File: config.mk
export PLATFORM = sky130hd
export DESIGN_NAME = bcg_gauge
export DESIGN_NICKNAME = d
export VERILOG_FILES = /design/src/bcg_pkg.sv /design/src/bcg_gauge.sv /design/src/bcg_residue.sv
export VERILOG_INCLUDE_DIRS = /design/src /design/src/src
export SDC_FILE = /design/constraint.sdc
export NUM_CORES = 1
export LEC_CHECK = 0
export ABC_CLOCK_PERIOD_IN_PS = 4600
export BUFFER_PORTS_ARGS = -buffer_cell sky130_fd_sc_hd__buf_2
export CORE_MARGIN = 1.5
export CORE_UTILIZATION = 45
export DETAILED_ROUTE_END_ITERATION = 10
export GPL_ROUTABILITY_DRIVEN = 0
export PLACE_DENSITY = 0.67
export SLEW_MARGIN = 20
export SYNTH_ARGS = -nofsm -noshare
export SYNTH_HDL_FRONTEND = slang
export SYNTH_SLANG_ARGS = --single-unit
export TNS_END_PERCENT = 50
File: constraint.sdc
create_clock -name SYS_CLK_I -period 4.6 [get_ports SYS_CLK_I]
set_input_delay 0 -clock SYS_CLK_I [delete_from_list [all_inputs] [get_ports SYS_CLK_I]]
set_output_delay 0 -clock SYS_CLK_I [all_outputs]
set_load 0.01 [all_outputs]
File: src/bcg_defs.svh
/*
  Constants of the battery current gauge: widths, reset values, scale
  figures and accumulator step sizes.
  Assumes inclusion by bare name from the gauge design files only.
*/
`ifndef BCG_DEFS_SVH
`define BCG_DEFS_SVH

// raw conversion from the sense front end
`define BCG_SAMPLE_W        11
// stored reading register
`define BCG_READING_W       16
`define BCG_SIGN_EXT_BITS   6
`define BCG_READING_RST     16'h0000
`define BCG_READING_MAX     11'sh3ff
`define BCG_READING_MIN     11'sh401
`define BCG_COUNTS_PER_C    200
// net-capacity counter
`define BCG_NET_W           8
`define BCG_NET_RST         8'h00
`define BCG_NET_MAX         8'hff
`define BCG_NET_MIN         8'h00
`define BCG_NET_FULL        8'hc8
// charge and discharge totals
`define BCG_TOTAL_W         16
`define BCG_TOTAL_RST       16'h0000
// residue arithmetic
`define BCG_RESIDUE_W       19
// conversions per second of the front end
`define BCG_CONV_PER_S      1
// reading-count x conversion units making one net-capacity count (0.005C)
`define BCG_NET_STEP        (3600 * `BCG_CONV_PER_S)
// 0.16C is 32 net-capacity counts
`define BCG_TOTAL_PER_NET   32
`define BCG_TOTAL_STEP      (`BCG_TOTAL_PER_NET * `BCG_NET_STEP)

`endif

File: src/bcg_pkg.sv
/*
  Types of the battery current gauge.
  Assumes nothing beyond a SystemVerilog compiler.
*/
package bcg_pkg;

  typedef enum logic {
    BCG_MODE_NORMAL,
    BCG_MODE_LOW_POWER
  } bcg_mode_type;

  typedef logic signed [10:0] bcg_sample_type;
  typedef logic signed [15:0] bcg_reading_type;

endpackage

File: src/bcg_gauge.sv
/*
  Battery current gauge: reading register, net-capacity counter and the
  charge and discharge totals of a one-cell battery manager.
  Assumes a sense front end that delivers one signed conversion per
  strobe, and a single-wire host interface that presents register reads
  and writes as plain strobes on the device clock.
*/
`include "bcg_defs.svh"

module bcg_gauge #(
  parameter int unsigned TOTAL_STEP = `BCG_TOTAL_STEP
) (
  input  wire logic                         SYS_CLK_I,
  input  wire logic                         RST_B_I,
  // sense front end
  input  wire logic                         SENSE_VALID_I,
  input  wire logic [`BCG_SAMPLE_W-1:0]     SENSE_INPUT_I,
  output logic                              MEASURE_EN_O,
  // power mode
  input  wire logic                         UNDERVOLTAGE_I,
  input  wire logic                         LOW_POWER_REQUEST_I,
  output logic                              LOW_POWER_O,
  // host access
  input  wire logic                         READING_BUSY_I,
  input  wire logic                         NET_WR_I,
  input  wire logic [`BCG_NET_W-1:0]        NET_WDATA_I,
  input  wire logic                         CHARGE_WR_I,
  input  wire logic [`BCG_TOTAL_W-1:0]      CHARGE_WDATA_I,
  input  wire logic                         DISCHARGE_WR_I,
  input  wire logic [`BCG_TOTAL_W-1:0]      DISCHARGE_WDATA_I,
  output logic [`BCG_READING_W-1:0]         CURRENT_READING_O,
  output logic [`BCG_NET_W-1:0]             NET_CAPACITY_O,
  output logic [`BCG_TOTAL_W-1:0]           CHARGE_TOTAL_O,
  output logic [`BCG_TOTAL_W-1:0]           DISCHARGE_TOTAL_O
);

  bcg_pkg::bcg_mode_type     mode_reg;
  bcg_pkg::bcg_mode_type     mode_next;
  bcg_pkg::bcg_sample_type   sample;
  bcg_pkg::bcg_sample_type   sample_clamped;
  bcg_pkg::bcg_sample_type   charge_amount;
  bcg_pkg::bcg_sample_type   discharge_amount;
  bcg_pkg::bcg_reading_type  reading_wide;
  logic                      conv_done;
  logic [`BCG_READING_W-1:0] current_reading_reg;
  logic [`BCG_READING_W-1:0] pending_reg;
  logic                      pending_valid_reg;
  logic [`BCG_NET_W-1:0]     net_capacity_reg;
  logic [`BCG_TOTAL_W-1:0]   charge_total_reg;
  logic [`BCG_TOTAL_W-1:0]   discharge_total_reg;
  logic                      net_up;
  logic                      net_down;
  logic                      charge_step;
  logic                      discharge_step;

  ////////////////////////////////////////////////////////////////////////
  // power mode

  always_comb begin
    if (UNDERVOLTAGE_I || LOW_POWER_REQUEST_I) begin
      mode_next = bcg_pkg::BCG_MODE_LOW_POWER;
    end else begin
      mode_next = bcg_pkg::BCG_MODE_NORMAL;
    end
  end

  always_ff @(posedge SYS_CLK_I or negedge RST_B_I) begin
    if (!RST_B_I) begin
      mode_reg <= bcg_pkg::BCG_MODE_NORMAL;
    end else begin
      mode_reg <= mode_next;
    end
  end

  always_comb begin
    unique case (mode_reg)
      bcg_pkg::BCG_MODE_NORMAL: begin
        MEASURE_EN_O = 1'b1;
        LOW_POWER_O  = 1'b0;
      end
      bcg_pkg::BCG_MODE_LOW_POWER: begin
        MEASURE_EN_O = 1'b0;
        LOW_POWER_O  = 1'b1;
      end
    endcase
  end

  // conversions finishing in low-power mode are dropped
  assign conv_done = SENSE_VALID_I && (mode_reg == bcg_pkg::BCG_MODE_NORMAL);

  ////////////////////////////////////////////////////////////////////////
  // reading format

  assign sample = bcg_pkg::bcg_sample_type'(SENSE_INPUT_I);

  // the most negative raw code has no mirror; pin it to the legal minimum
  always_comb begin
    if (sample < `BCG_READING_MIN) begin
      sample_clamped = `BCG_READING_MIN;
    end else begin
      sample_clamped = sample;
    end
  end

  // top six bits all carry the sign; 200 counts is 1C
  assign reading_wide = bcg_pkg::bcg_reading_type'(sample_clamped);

  ////////////////////////////////////////////////////////////////////////
  // reading register, frozen while the host reads it

  always_ff @(posedge SYS_CLK_I or negedge RST_B_I) begin
    if (!RST_B_I) begin
      pending_reg       <= `BCG_READING_RST;
      pending_valid_reg <= 1'b0;
    end else if (conv_done && READING_BUSY_I) begin
      pending_reg       <= reading_wide;
      pending_valid_reg <= 1'b1;
    end else if (!READING_BUSY_I) begin
      pending_valid_reg <= 1'b0;
    end
  end

  always_ff @(posedge SYS_CLK_I or negedge RST_B_I) begin
    if (!RST_B_I) begin
      current_reading_reg <= `BCG_READING_RST;
    end else if (!READING_BUSY_I) begin
      if (conv_done) begin
        current_reading_reg <= reading_wide;
      end else if (pending_valid_reg) begin
        current_reading_reg <= pending_reg;
      end
    end
  end

  assign CURRENT_READING_O = current_reading_reg;

  ////////////////////////////////////////////////////////////////////////
  // direction split for the totals

  always_comb begin
    charge_amount    = '0;
    discharge_amount = '0;
    if (sample_clamped > 0) begin
      charge_amount = sample_clamped;
    end else if (sample_clamped < 0) begin
      discharge_amount = -sample_clamped;
    end
  end

  ////////////////////////////////////////////////////////////////////////
  // sub-step residues

  bcg_residue #(
    .STEP     (`BCG_NET_STEP)
  ) u_net_residue (
    .clk_i    (SYS_CLK_I),
    .rst_b_i  (RST_B_I),
    .add_i    (conv_done),
    .amount_i (sample_clamped),
    .up_o     (net_up),
    .down_o   (net_down)
  );

  bcg_residue #(
    .STEP     (TOTAL_STEP)
  ) u_charge_residue (
    .clk_i    (SYS_CLK_I),
    .rst_b_i  (RST_B_I),
    .add_i    (conv_done),
    .amount_i (charge_amount),
    .up_o     (charge_step),
    .down_o   ()
  );

  bcg_residue #(
    .STEP     (TOTAL_STEP)
  ) u_discharge_residue (
    .clk_i    (SYS_CLK_I),
    .rst_b_i  (RST_B_I),
    .add_i    (conv_done),
    .amount_i (discharge_amount),
    .up_o     (discharge_step),
    .down_o   ()
  );

  ////////////////////////////////////////////////////////////////////////
  // net-capacity counter; a host write in the same cycle wins

  always_ff @(posedge SYS_CLK_I or negedge RST_B_I) begin
    if (!RST_B_I) begin
      net_capacity_reg <= `BCG_NET_RST;
    end else if (NET_WR_I) begin
      net_capacity_reg <= NET_WDATA_I;
    end else if (net_up && (net_capacity_reg != `BCG_NET_MAX)) begin
      net_capacity_reg <= net_capacity_reg + 8'h01;
    end else if (net_down && (net_capacity_reg != `BCG_NET_MIN)) begin
      net_capacity_reg <= net_capacity_reg - 8'h01;
    end
  end

  assign NET_CAPACITY_O = net_capacity_reg;

  ////////////////////////////////////////////////////////////////////////
  // charge and discharge totals, up only

  always_ff @(posedge SYS_CLK_I or negedge RST_B_I) begin
    if (!RST_B_I) begin
      charge_total_reg <= `BCG_TOTAL_RST;
    end else if (CHARGE_WR_I) begin
      charge_total_reg <= CHARGE_WDATA_I;
    end else if (charge_step) begin
      charge_total_reg <= charge_total_reg + 16'h0001;
    end
  end

  always_ff @(posedge SYS_CLK_I or negedge RST_B_I) begin
    if (!RST_B_I) begin
      discharge_total_reg <= `BCG_TOTAL_RST;
    end else if (DISCHARGE_WR_I) begin
      discharge_total_reg <= DISCHARGE_WDATA_I;
    end else if (discharge_step) begin
      discharge_total_reg <= discharge_total_reg + 16'h0001;
    end
  end

  assign CHARGE_TOTAL_O    = charge_total_reg;
  assign DISCHARGE_TOTAL_O = discharge_total_reg;

endmodule

File: src/bcg_residue.sv
/*
  Fractional-step residue for one accumulator: sums signed reading
  contributions and pulses up or down once a whole step has built up.
  Assumes each contribution is smaller in magnitude than one step.
*/
`include "bcg_defs.svh"

module bcg_residue #(
  parameter int unsigned STEP = 3600
) (
  input  wire logic                             clk_i,
  input  wire logic                             rst_b_i,
  input  wire logic                             add_i,
  input  wire logic signed [`BCG_SAMPLE_W-1:0]  amount_i,
  output logic                                  up_o,
  output logic                                  down_o
);

  localparam logic signed [`BCG_RESIDUE_W-1:0] STEP_S = `BCG_RESIDUE_W'(STEP);

  logic signed [`BCG_RESIDUE_W-1:0] residue_reg;
  logic signed [`BCG_RESIDUE_W-1:0] sum;

  assign sum    = residue_reg + `BCG_RESIDUE_W'(amount_i);
  assign up_o   = add_i && (sum >= STEP_S);
  assign down_o = add_i && (sum <= -STEP_S);

  ////////////////////////////////////////////////////////////////////////
  // keep the part below one step for the next reading
  always_ff @(posedge clk_i or negedge rst_b_i) begin
    if (!rst_b_i) begin
      residue_reg <= '0;
    end else if (add_i) begin
      if (up_o) begin
        residue_reg <= sum - STEP_S;
      end else if (down_o) begin
        residue_reg <= sum + STEP_S;
      end else begin
        residue_reg <= sum;
      end
    end
  end

endmodule
==> results.sh, run 1 <==
export IMPL_yosysTopAreaCell="dfrtp_1"
export IMPL_cp_common_cell="ha_1"
export IMPL_port_buffers=117
export IMPL_area_delta_synth_final_pct=47.0
export IMPL_placed_area_um2=14400
export IMPL_setup_slack_ps=-389
export IMPL_synth_edff_count=0
export IMPL_hp_class="primary input to flop"
export IMPL_seq_area_frac_synth=0.279
export IMPL_cts_buffer_depth=2
export IMPL_cts_buffers=17
export IMPL_antenna_found_initial=0
export IMPL_power_density_nw_per_um2=670
export IMPL_grt_max_degree=75
export IMPL_grt_overflow_total=0
export IMPL_fin_nets=1969
export IMPL_slew_headroom=0.497
export IMPL_drt_first_pass_iters=5
export IMPL_finalPower_mw=10.7
export IMPL_fin_crit_sh=1.08
export IMPL_htreeDepth=4
export IMPL_violations="setup timing"
export IMPL_crit_type="primary input to flop"
export IMPL_fin_crit_ps=4990
export IMPL_fin_cells=2163
export IMPL_initial_utilization=0.460
export IMPL_crit_family="compound AO/OA/AOI/OAI gates"
export IMPL_status="finished with violations"
export IMPL_worstMarginPinSlew_ps=755
export IMPL_cp_data_arrival_time_ps=5290
export IMPL_clkSinkCount=121
export IMPL_finalClockSkew_ps=13.1
export IMPL_layout_common_cells="buf_4 (355), nand2_1 (196), dfrtp_1 (121), buf_2 (115), nor2_1 (95)"
export IMPL_rows=56
export IMPL_placedCellCount=2065
export IMPL_finalHoldViolations=0
export IMPL_synthesis_area_um2=10800
export IMPL_synth_seq_cells=121
export IMPL_crit_fanout=4
export IMPL_cp_slowest_stage_delay_ps=540
export IMPL_rsz0062_at_grt="yes"
export IMPL_synth_flop_cell="dfrtp_1"
export IMPL_max_freq_ghz=0.200
export IMPL_final_setup_viol_count=55
export IMPL_cp_required_ps=4900
export IMPL_vias=11900
export IMPL_path_clk_slew_ps=70
export IMPL_synth_area_leaders="dfrtp_1 (28%), ha_1 (8.5%), nand2_1 (7.2%)"
export IMPL_core_um2=23500
export IMPL_synth_area_per_cell_um2=8.13
export IMPL_final_util=0.676
export IMPL_synth_top_area_frac=0.279
export IMPL_grt_first_pass_wirelength_um=54600
export IMPL_crit_buf_inv=4
export IMPL_drv_cap=0
export IMPL_worst_path_max_delay_cell="or4_4"
export IMPL_vias_per_cell=5.50
export IMPL_fp_dieW_um=158
export IMPL_ys_warn_count=0
export IMPL_clock_latency_ps=420
export IMPL_antennaDiodeCount=0
export IMPL_synth_cell_types=97
export IMPL_drive_above_1_share=0.350
export IMPL_drtIter0Drc=728
export IMPL_wl_per_cell_um=15.3
export IMPL_cp_end_kind="flop"
export IMPL_drc=0
export IMPL_fp_dieH_um=158
export IMPL_num_fill_cells=1959
export IMPL_ys_async_sr_fraction=1.00
export IMPL_grt_pass1_vias=11600
export IMPL_grt_usage=0.269
export IMPL_die_area_um2=25000
export IMPL_dp_worst_setup_slack_ps=-959
export IMPL_netlist_instances=1333
export IMPL_drv_slew=0
export IMPL_finalWirelength_um=33200
export IMPL_post_dp_hpwl_um=24200
export IMPL_cts_tree="built"
export IMPL_root_buffer="clkbuf_16"
export IMPL_ir_drop_uv=351
export IMPL_final_cell_area_um2=15900
export IMPL_io_pins=118
export IMPL_final_antenna_net_count=0
export IMPL_start_kind="primary input"
export IMPL_cellLeakagePower_nw=7.37
export IMPL_final_common_cell="buf_4"
layer usage:
| layer | vias up | part of all wire | global-route usage | wire length (um) |
|---|---|---|---|---|
| met2 | 278 | 0.49 | 0.472 | 16400 |
| met1 | 5680 | 0.45 | 0.347 | 14900 |
| met3 | 42 | 0.041 | 0.0345 | 1370 |
| li1 | 5890 | - | - | - |
| met5 | - | 0 | 0 | 0 |
| met4 | 0 | 0.014 | 0.0708 | 464 |
worst reg2reg max path, cell delays in order, from the launching register on:
cell and delay [ps]:
dfrtp_1 410, ha_4 180, fa_2 340, a21o_1 230, a221oi_4 320, o221a_4 310, mux2i_2 90, o311a_1 150
a2111oi_4 430, a31oi_4 180, nand2_8 110, ha_4 200, a21o_1 170, a21oi_2 170, o21bai_1 120, a21oi_2 200
o21ai_2 90, nand3_1 110, a2bb2oi_2 150, xor2_1 170, o21ai_1 80
repair_timing:
action                                 in CTS  in global routing
pin swaps                                  27                 15
resized for setup                          31                 30
setup endpoints to repair                  58                 69
hold buffers                               54                  0
setup buffers                              12                  2
endpoints found under the hold margin     115                  0
worst paths after layout:
check                                                         startpoint                                     endpoint  slack [ps]  cells after the start
worst min-delay path                                         CHARGE_WR_I                CHARGE_TOTAL_O[9]$_DFFE_PN0P_          70                      3
worst max register to register  u_net_residue.residue_reg[0]$_DFFE_PN0P_                NET_CAPACITY_O[7]$_DFFE_PN0P_         280                     20
max in group asynchronous                                        RST_B_I  u_charge_residue.residue_reg[9]$_DFFE_PN0P_        3240                      3
worst min register to register                pending_reg[0]$_DFFE_PN0P_                   pending_reg[0]$_DFFE_PN0P_         480                      2
min in group asynchronous                                        RST_B_I             DISCHARGE_TOTAL_O[2]$_DFFE_PN0P_         200                      2
worst max-delay path                                    SENSE_INPUT_I[7]                NET_CAPACITY_O[7]$_DFFE_PN0P_        -390                     30
final cells by class:
class / count / area, um2 / share of cell area
Multi-Input combinational cell: 1116 / 7870 / 0.494
Timing Repair Buffer: 532 / 3900 / 0.245
Sequential cell: 121 / 3030 / 0.190
Clock buffer: 18 / 429 / 0.0269
Tap cell: 319 / 399 / 0.0251
Inverter: 43 / 161 / 0.0101
Clock inverter: 14 / 138 / 0.00864
report_power, final:
part           internal, mW  total [mW]  switching [mW]
combinational          3.86        7.66            3.81
sequential             1.38        1.68           0.302
clock                 0.757        1.32           0.568
total                  5.99        10.7            4.68
synth_stat cells (all sizes together), types with 5 or more instances:
cell and number:
and2 9, a22oi 13, dfrtp 121, or4 7
a211oi 19, nor2 100, o311ai 8, a2111oi 5
o31ai 14, a211o 9, o21bai 9, o22ai 7
nor3b 10, a21oi 70, nand2 207, a221oi 6
nand4 25, clkbuf 38, nand3b 9, o21a 11
and3 25, nor4b 5, nand2b 9, or3 6
o211ai 10, nand3 44, xor2 33, a31oi 11
buf 22, xnor2 64, inv 43, a21o 21
o21ai 117, nor3 40, a32oi 6, mux2i 11
nor4 13, or2 10, o221ai 7, and4 7
nor2b 5, ha 74
per-stage QoR:
stage | setup TNS (ps) | hold slack, ps
4_1_cts | -10230 | 45.7
6_report | -11360 | 67.2
2_1_floorplan | -29540 | -296
3_3_place_gp | -42630 | 94.1
5_1_grt | -26640 | 90.1
3_5_place_dp | -47420 | 100
logic make-up after synthesis:
family                   Yosys count  share of synthesized area
other                              1                   0.000346
buffers and inverters            103                     0.0412
flip-flops                       121                      0.279
AND/OR/NAND/NOR                  536                      0.240
AO/OA/AOI/OAI                    383                      0.253
adder cells (fa/ha/maj)           78                     0.0928
XOR/XNOR                          97                     0.0798
multiplexers                      14                     0.0133
Power figures use the tool's default switching activity.
==> run 2: changes to the inputs <==
--- a/config.mk
+++ b/config.mk
@@ -12,7 +12,9 @@
 export CORE_UTILIZATION = 45
 export DETAILED_ROUTE_END_ITERATION = 10
 export GPL_ROUTABILITY_DRIVEN = 0
+export HOLD_SLACK_MARGIN = 0.08
 export PLACE_DENSITY = 0.67
+export SETUP_SLACK_MARGIN = 0.4
 export SLEW_MARGIN = 20
 export SYNTH_ARGS = -nofsm -noshare
 export SYNTH_HDL_FRONTEND = slang
==> run 2 against run 1 <==
  * Routed wire length grew 26%
  * Clock skew grew 2.5 ps
  * Critical path depth is the same
  * The flow still finishes with violations (setup timing)
  * Worst hold slack gained 75 ps
  * Maximum frequency shrank 2.1%
  * Cell area grew 9.8%
  * Via count grew 10%
  * Total power grew 16%
==> results.sh, run 2 (synthesis gave the netlist of run 1 again) <==
export IMPL_final_cell_area_um2=17500
export IMPL_finalPower_mw=12.4
export IMPL_ir_drop_uv=423
export IMPL_final_common_cell="buf_4"
export IMPL_cts_tree="built"
export IMPL_grt_pass1_vias=12400
export IMPL_r2r_cells=21
export IMPL_placed_area_um2=14400
export IMPL_cp_slowest_stage_delay_ps=530
export IMPL_crit_end="u_discharge_residue.residue_reg[15]$_DFFE_PN0P_"
export IMPL_max_freq_ghz=0.196
export IMPL_htreeDepth=4
export IMPL_grt_overflow_total=0
export IMPL_crit_type="primary input to flop"
export IMPL_power_density_nw_per_um2=708
export IMPL_crit_fanout=6
export IMPL_hold_depth=5
export IMPL_core_um2=23500
export IMPL_post_dp_hpwl_um=24300
export IMPL_hp_class="primary input to flop"
export IMPL_die_area_um2=25000
export IMPL_regToRegSetupSlack_ps=260
export IMPL_drv_slew=0
export IMPL_vias=13100
export IMPL_fin_nets=2033
export IMPL_finalClockSkew_ps=15.6
export IMPL_fp_dieW_um=158
export IMPL_rows=56
export IMPL_fin_setup_tns_ps=-15090
export IMPL_cp_data_arrival_time_ps=5390
export IMPL_wl_per_cell_um=18.7
export IMPL_layout_common_cells="buf_4 (366), nand2_1 (196), dfrtp_1 (121), buf_2 (115), nor2_1 (86)"
export IMPL_root_buffer="clkbuf_16"
export IMPL_cellLeakagePower_nw=7.85
export IMPL_setup_slack_ps=-494
export IMPL_final_setup_viol_count=56
export IMPL_path_clk_slew_ps=70
export IMPL_port_buffers=117
export IMPL_crit_start="SENSE_INPUT_I[7]"
export IMPL_grt_first_pass_wirelength_um=60000
export IMPL_antenna_found_initial=0
export IMPL_drt_first_pass_iters=7
export IMPL_clock_latency_ps=440
export IMPL_worstMarginPinSlew_ps=853
export IMPL_rsz0062_at_grt="yes"
export IMPL_finalWirelength_um=41700
export IMPL_cp_end_kind="flop"
export IMPL_cts_buffer_depth=2
export IMPL_final_util=0.743
export IMPL_fp_dieH_um=158
export IMPL_clkSinkCount=121
export IMPL_hold_ws_ps=143
export IMPL_area_delta_synth_final_pct=61.4
export IMPL_cp_required_ps=4890
export IMPL_drive_above_1_share=0.416
export IMPL_final_antenna_net_count=0
export IMPL_cts_buffers=17
export IMPL_drtIter0Drc=1203
export IMPL_grt_max_degree=84
export IMPL_finalHoldViolations=0
export IMPL_fin_crit_ps=5090
export IMPL_rr_startpoint="u_net_residue.residue_reg[0]$_DFFE_PN0P_"
export IMPL_rr_endpoint="NET_CAPACITY_O[7]$_DFFE_PN0P_"
export IMPL_drc=0
export IMPL_status="finished with violations"
export IMPL_slew_headroom=0.431
export IMPL_io_pins=118
export IMPL_fin_crit_sh=1.11
export IMPL_initial_utilization=0.460
export IMPL_violations="setup timing"
export IMPL_worst_path_max_delay_cell="or4_4"
export IMPL_start_kind="primary input"
export IMPL_drv_cap=0
export IMPL_cp_common_cell="buf_6"
export IMPL_vias_per_cell=5.87
export IMPL_grt_usage=0.297
-- run 2: cell count changes in the layout (fill, tap and decap cells not counted), moves of 11 or more --
cell / previous run / this run
buf_6: 5 / 32
o21ai_0: 86 / 63
o21ai_1: 27 / 43
dlygate4sd3_1: 54 / 76
buf_4: 355 / 366
-- run 2: report_power, final --
| part | switching, mW | leakage [nW] | internal, mW | total, mW |
|---|---|---|---|---|
| Sequential | 0.331 | 1.50 | 1.38 | 1.71 |
| Combinational | 4.65 | 6.06 | 4.57 | 9.22 |
| Clock | 0.600 | 0.293 | 0.867 | 1.47 |
| Total | 5.58 | 7.85 | 6.81 | 12.4 |
-- run 2: through the flow --
stage,cells,setup WS (ps)
after floorplan,1340,-816
final,2228,-494
after global routing,2227,-728
after detailed placement,2066,-1020
after CTS,2202,-361
after global placement,2066,-848
-- run 2: worst max-delay path, delay by kind of cell --
family	cells	cell delay, ps
AO/OA/AOI/OAI	7	1340
XOR/XNOR	2	430
adder cells (fa/ha/maj)	4	900
buffers and inverters	7	720
AND/OR/NAND/NOR	10	1970
-- run 2: area by class of cell --
cell class,count,area (um2)
multi-input cells,1116,8700
well taps,319,399
flip-flops and latches,121,3030
diodes,1,2.50
inverters,43,166
clock inverters,14,184
clock buffers,18,429
fillers,1596,6050
repair buffers,596,4580
-- run 2: layer usage --
layer / global-route usage / up-vias / share of wire
li1: - / 6009 / -
met1: 0.369 / 6248 / 0.40
met2: 0.522 / 606 / 0.49
met3: 0.0328 / 211 / 0.056
met4: 0.124 / 0 / 0.053
met5: 0 / - / 0
-- run 2: how the worst min path moves through the flow --
stage | to | start
floorplan | CHARGE_TOTAL_O[0]$_DFFE_PN0P_ | RST_B_I
CTS | pending_reg[7]$_DFFE_PN0P_ | SENSE_INPUT_I[7]
detailed placement | DISCHARGE_TOTAL_O[1]$_DFFE_PN0P_ | RST_B_I
finish | pending_reg[9]$_DFFE_PN0P_ | SENSE_INPUT_I[9]
global route | pending_reg[7]$_DFFE_PN0P_ | SENSE_INPUT_I[7]
global placement | DISCHARGE_TOTAL_O[1]$_DFFE_PN0P_ | RST_B_I
-- run 2: what timing repair did --
| item | in CTS | in global routing |
|---|---|---|
| endpoints found under the setup margin | 75 | 75 |
| pin swaps | 40 | 77 |
| cloned | 0 | 0 |
| hold buffers | 76 | 0 |
| resized for setup | 106 | 161 |
| buffers inserted | 28 | 25 |
| endpoints found under the hold margin | 126 | 0 |
==> run 3: changes to the inputs <==
--- a/config.mk
+++ b/config.mk
@@ -18,5 +18,6 @@
 export SLEW_MARGIN = 20
 export SYNTH_ARGS = -nofsm -noshare
 export SYNTH_HDL_FRONTEND = slang
+export SYNTH_HIERARCHICAL = 1
 export SYNTH_SLANG_ARGS = --single-unit
 export TNS_END_PERCENT = 50
==> run 3 against run 2 <==
  * The run ends with hold timing, setup timing left
  * Critical path depth down 2
  * Utilization fell by 2.7 points
  * Via count fell by 3.3%
  * Non-clock buffer count decreased by 28
  * Global-route usage decreased by 0.28 points
  * Sequential power about the same
  * Worst setup slack better by 320 ps
  * Clock skew down 3.8 ps
  * Sequential share of layout area up 0.13 points
  * Flip-flop and latch count did not move
  * Cell area decreased by 0.74%
  * Highest routed layer unchanged
==> results.sh, run 3 <==
export IMPL_vias=12600
export IMPL_clkSinkCount=121
export IMPL_fin_crit_ps=4780
export IMPL_cp_data_arrival_time_ps=5060
export IMPL_grt_max_degree=67
export IMPL_core_um2=24200
export IMPL_fin_setup_tns_ps=-1960
export IMPL_crit_type="primary input to flop"
export IMPL_ir_drop_uv=505
export IMPL_min_from="NET_WR_I"
export IMPL_fp_dieH_um=160
export IMPL_post_dp_hpwl_um=25900
export IMPL_path_clk_slew_ps=60
export IMPL_synth_top_area_frac=0.273
export IMPL_power_density_nw_per_um2=682
export IMPL_cts_tree="built"
export IMPL_cts_buffers=17
export IMPL_synth_flop_cell="dfrtp_1"
export IMPL_synth_seq_cells=121
export IMPL_slew_headroom=0.511
export IMPL_cp_required_ps=4880
export IMPL_status="finished with violations"
export IMPL_synth_mux_area_frac=0.0365
export IMPL_cts_buffer_depth=2
export IMPL_fp_dieW_um=160
export IMPL_grt_first_pass_wirelength_um=62000
export IMPL_synth_fa_ha_area_frac=0.0895
export IMPL_yosys_top_cells_count="nand2_1 (147), dfrtp_1 (121), nor2_1 (103)"
export IMPL_netlist_instances=1314
export IMPL_fin_crit_sh=1.04
export IMPL_synth_xor_area_frac=0.0715
export IMPL_vias_per_cell=5.77
export IMPL_synth_edff_count=0
export IMPL_layout_common_cells="buf_4 (338), nand2_1 (143), dfrtp_1 (121), buf_2 (114), nor2_1 (87)"
export IMPL_antennaDiodeCount=0
export IMPL_rows=57
export IMPL_initial_utilization=0.458
export IMPL_drv_slew=0
export IMPL_rr_startpoint="u_net_residue/residue_reg[0]$_DFFE_PN0P_"
export IMPL_drtIter0Drc=921
export IMPL_cts_hold_repair_buffers=76
export IMPL_synth_area_leaders="dfrtp_1 (27%), ha_1 (8.2%), nand2_1 (5.0%)"
export IMPL_antenna_found_initial=1
export IMPL_cp_end_kind="flop"
export IMPL_drt_first_pass_iters=6
export IMPL_io_pins=118
export IMPL_final_common_cell="buf_4"
export IMPL_hold_ws_ps=-5.85
export IMPL_finalClockSkew_ps=11.8
export IMPL_synth_cell_types=107
export IMPL_drc=0
export IMPL_seq_area_um2=3030
export IMPL_synthesis_area_um2=11100
export IMPL_max_freq_ghz=0.209
export IMPL_final_setup_viol_count=26
export IMPL_worstMarginPinSlew_ps=734
export IMPL_final_antenna_net_count=0
export IMPL_htreeDepth=4
export IMPL_grt_overflow_total=0
export IMPL_synth_area_per_cell_um2=8.45
export IMPL_drv_cap=0
export IMPL_ys_warn_count=6
export IMPL_yosys_area_share_simple=0.221
export IMPL_yosysTopAreaCell="dfrtp_1"
export IMPL_port_buffers=117
export IMPL_crit_start="SENSE_INPUT_I[7]"
export IMPL_cellLeakagePower_nw=7.71
export IMPL_finalPower_mw=11.8
export IMPL_grt_usage=0.294
export IMPL_root_buffer="clkbuf_16"
export IMPL_wl_per_cell_um=17.6
export IMPL_num_fill_cells=1732
export IMPL_multi_input_area_um2=8750
export IMPL_finalHoldViolations=1
export IMPL_ys_async_sr_fraction=1.00
export IMPL_finalWirelength_um=38700
export IMPL_crit_fanout=8
export IMPL_grt_pass1_vias=12700
export IMPL_die_area_um2=25600
export IMPL_rsz0062_at_grt="yes"
export IMPL_synth_top_family_by_area="compound AO/OA/AOI/OAI gates"
export IMPL_start_kind="primary input"
export IMPL_violations="hold timing, setup timing"
export IMPL_drive_above_1_share=0.413
export IMPL_area_delta_synth_final_pct=56.4
export IMPL_yosysMostFrequentCell="nand2_1"
export IMPL_hp_class="primary input to flop"
export IMPL_seq_area_frac_synth=0.273
export IMPL_setup_slack_ps=-175
export IMPL_synth_compound_area_frac=0.265
export IMPL_fin_nets=1994
export IMPL_clock_latency_ps=420
run 3: path summary, 6_finish.rpt:
check	to	slack, ps	depth (start not counted)
worst max-delay path	CHARGE_TOTAL_O[12]$_DFFE_PN0P_	-180	28
worst min-delay path	NET_CAPACITY_O[0]$_DFFE_PN0P_	-6	2
worst max register to register	NET_CAPACITY_O[6]$_DFFE_PN0P_	230	20
worst min register to register	CURRENT_READING_O[4]$_DFFE_PN0P_	470	2
max in group asynchronous	CHARGE_TOTAL_O[1]$_DFFE_PN0P_	3250	3
min in group asynchronous	CURRENT_READING_O[14]$_DFFE_PN0P_	160	2
run 3: final cells by class:
cell class,count,area share
clock inverter,14,0.00922
inverter,55,0.0122
timing repair buffer,568,0.252
tap,324,0.0233
multi-input combinational,1094,0.504
sequential,121,0.174
clock buffer,18,0.0253
run 3: report_power, final:
part	internal (mW)	leakage [nW]	total (mW)	switching [mW]
logic	4.45	5.95	8.73	4.28
clock network	0.825	0.286	1.40	0.572
registers	1.40	1.48	1.71	0.313
total	6.68	7.71	11.8	5.16
run 3: logic make-up (layout without fill, tap and decap cells):
logic type               count (synthesis)  after routing
AO/OA/AOI/OAI                          400            400
XOR/XNOR                                88             88
adder cells (fa/ha/maj)                 77             77
buffers and inverters                  107            655
flip-flops                             121            121
multiplexers                            37             37
other                                    1              9
AND/OR/NAND/NOR                        483            483
run 3: what timing repair did:
action,in CTS,in global routing
resized for setup,130,65
pin swaps,97,60
setup endpoints to repair,73,75
hold endpoints to repair,107,7
buffers inserted,58,17
cloned,0,2
run 3: per-stage QoR:
stage	utilization	cell area, um2	cells	setup WS, ps
floorplan	-	11500	1322	-600
global placement	0.594	14400	2009	-523
detailed placement	0.594	14400	2009	-685
CTS	0.696	16900	2175	70.2
global route	0.716	17400	2194	-405
finish	0.716	17400	2194	-175
run 3: layer usage:
metal / track usage / up-vias / routed length, um
li1: - / 5976 / -
met2: 0.522 / 464 / 19200
met5: 0 / - / 0
met4: 0.113 / 0 / 1210
met3: 0.0377 / 101 / 2020
met1: 0.363 / 6108 / 16300
run 3: critical path, cell delays in order:
cell,delay (ps)
buf_6,90
or2_4,260
nor4_4,160
a31o_2,220
ha_4,230
nand2b_4,170
ha_4,170
o21a_1,130
o21ai_2,100
nand2_4,110
buf_4,160
nor2_4,120
ha_4,210
o211ai_1,290
buf_4,190
o21ai_4,70
a2111o_1,450
and3_4,210
o211a_4,260
a311oi_4,290
o21ai_2,130
inv_2,90
buf_6,100
nand4_1,190
nor3_2,290
nand2_1,110
xor2_1,170
o21ai_1,90
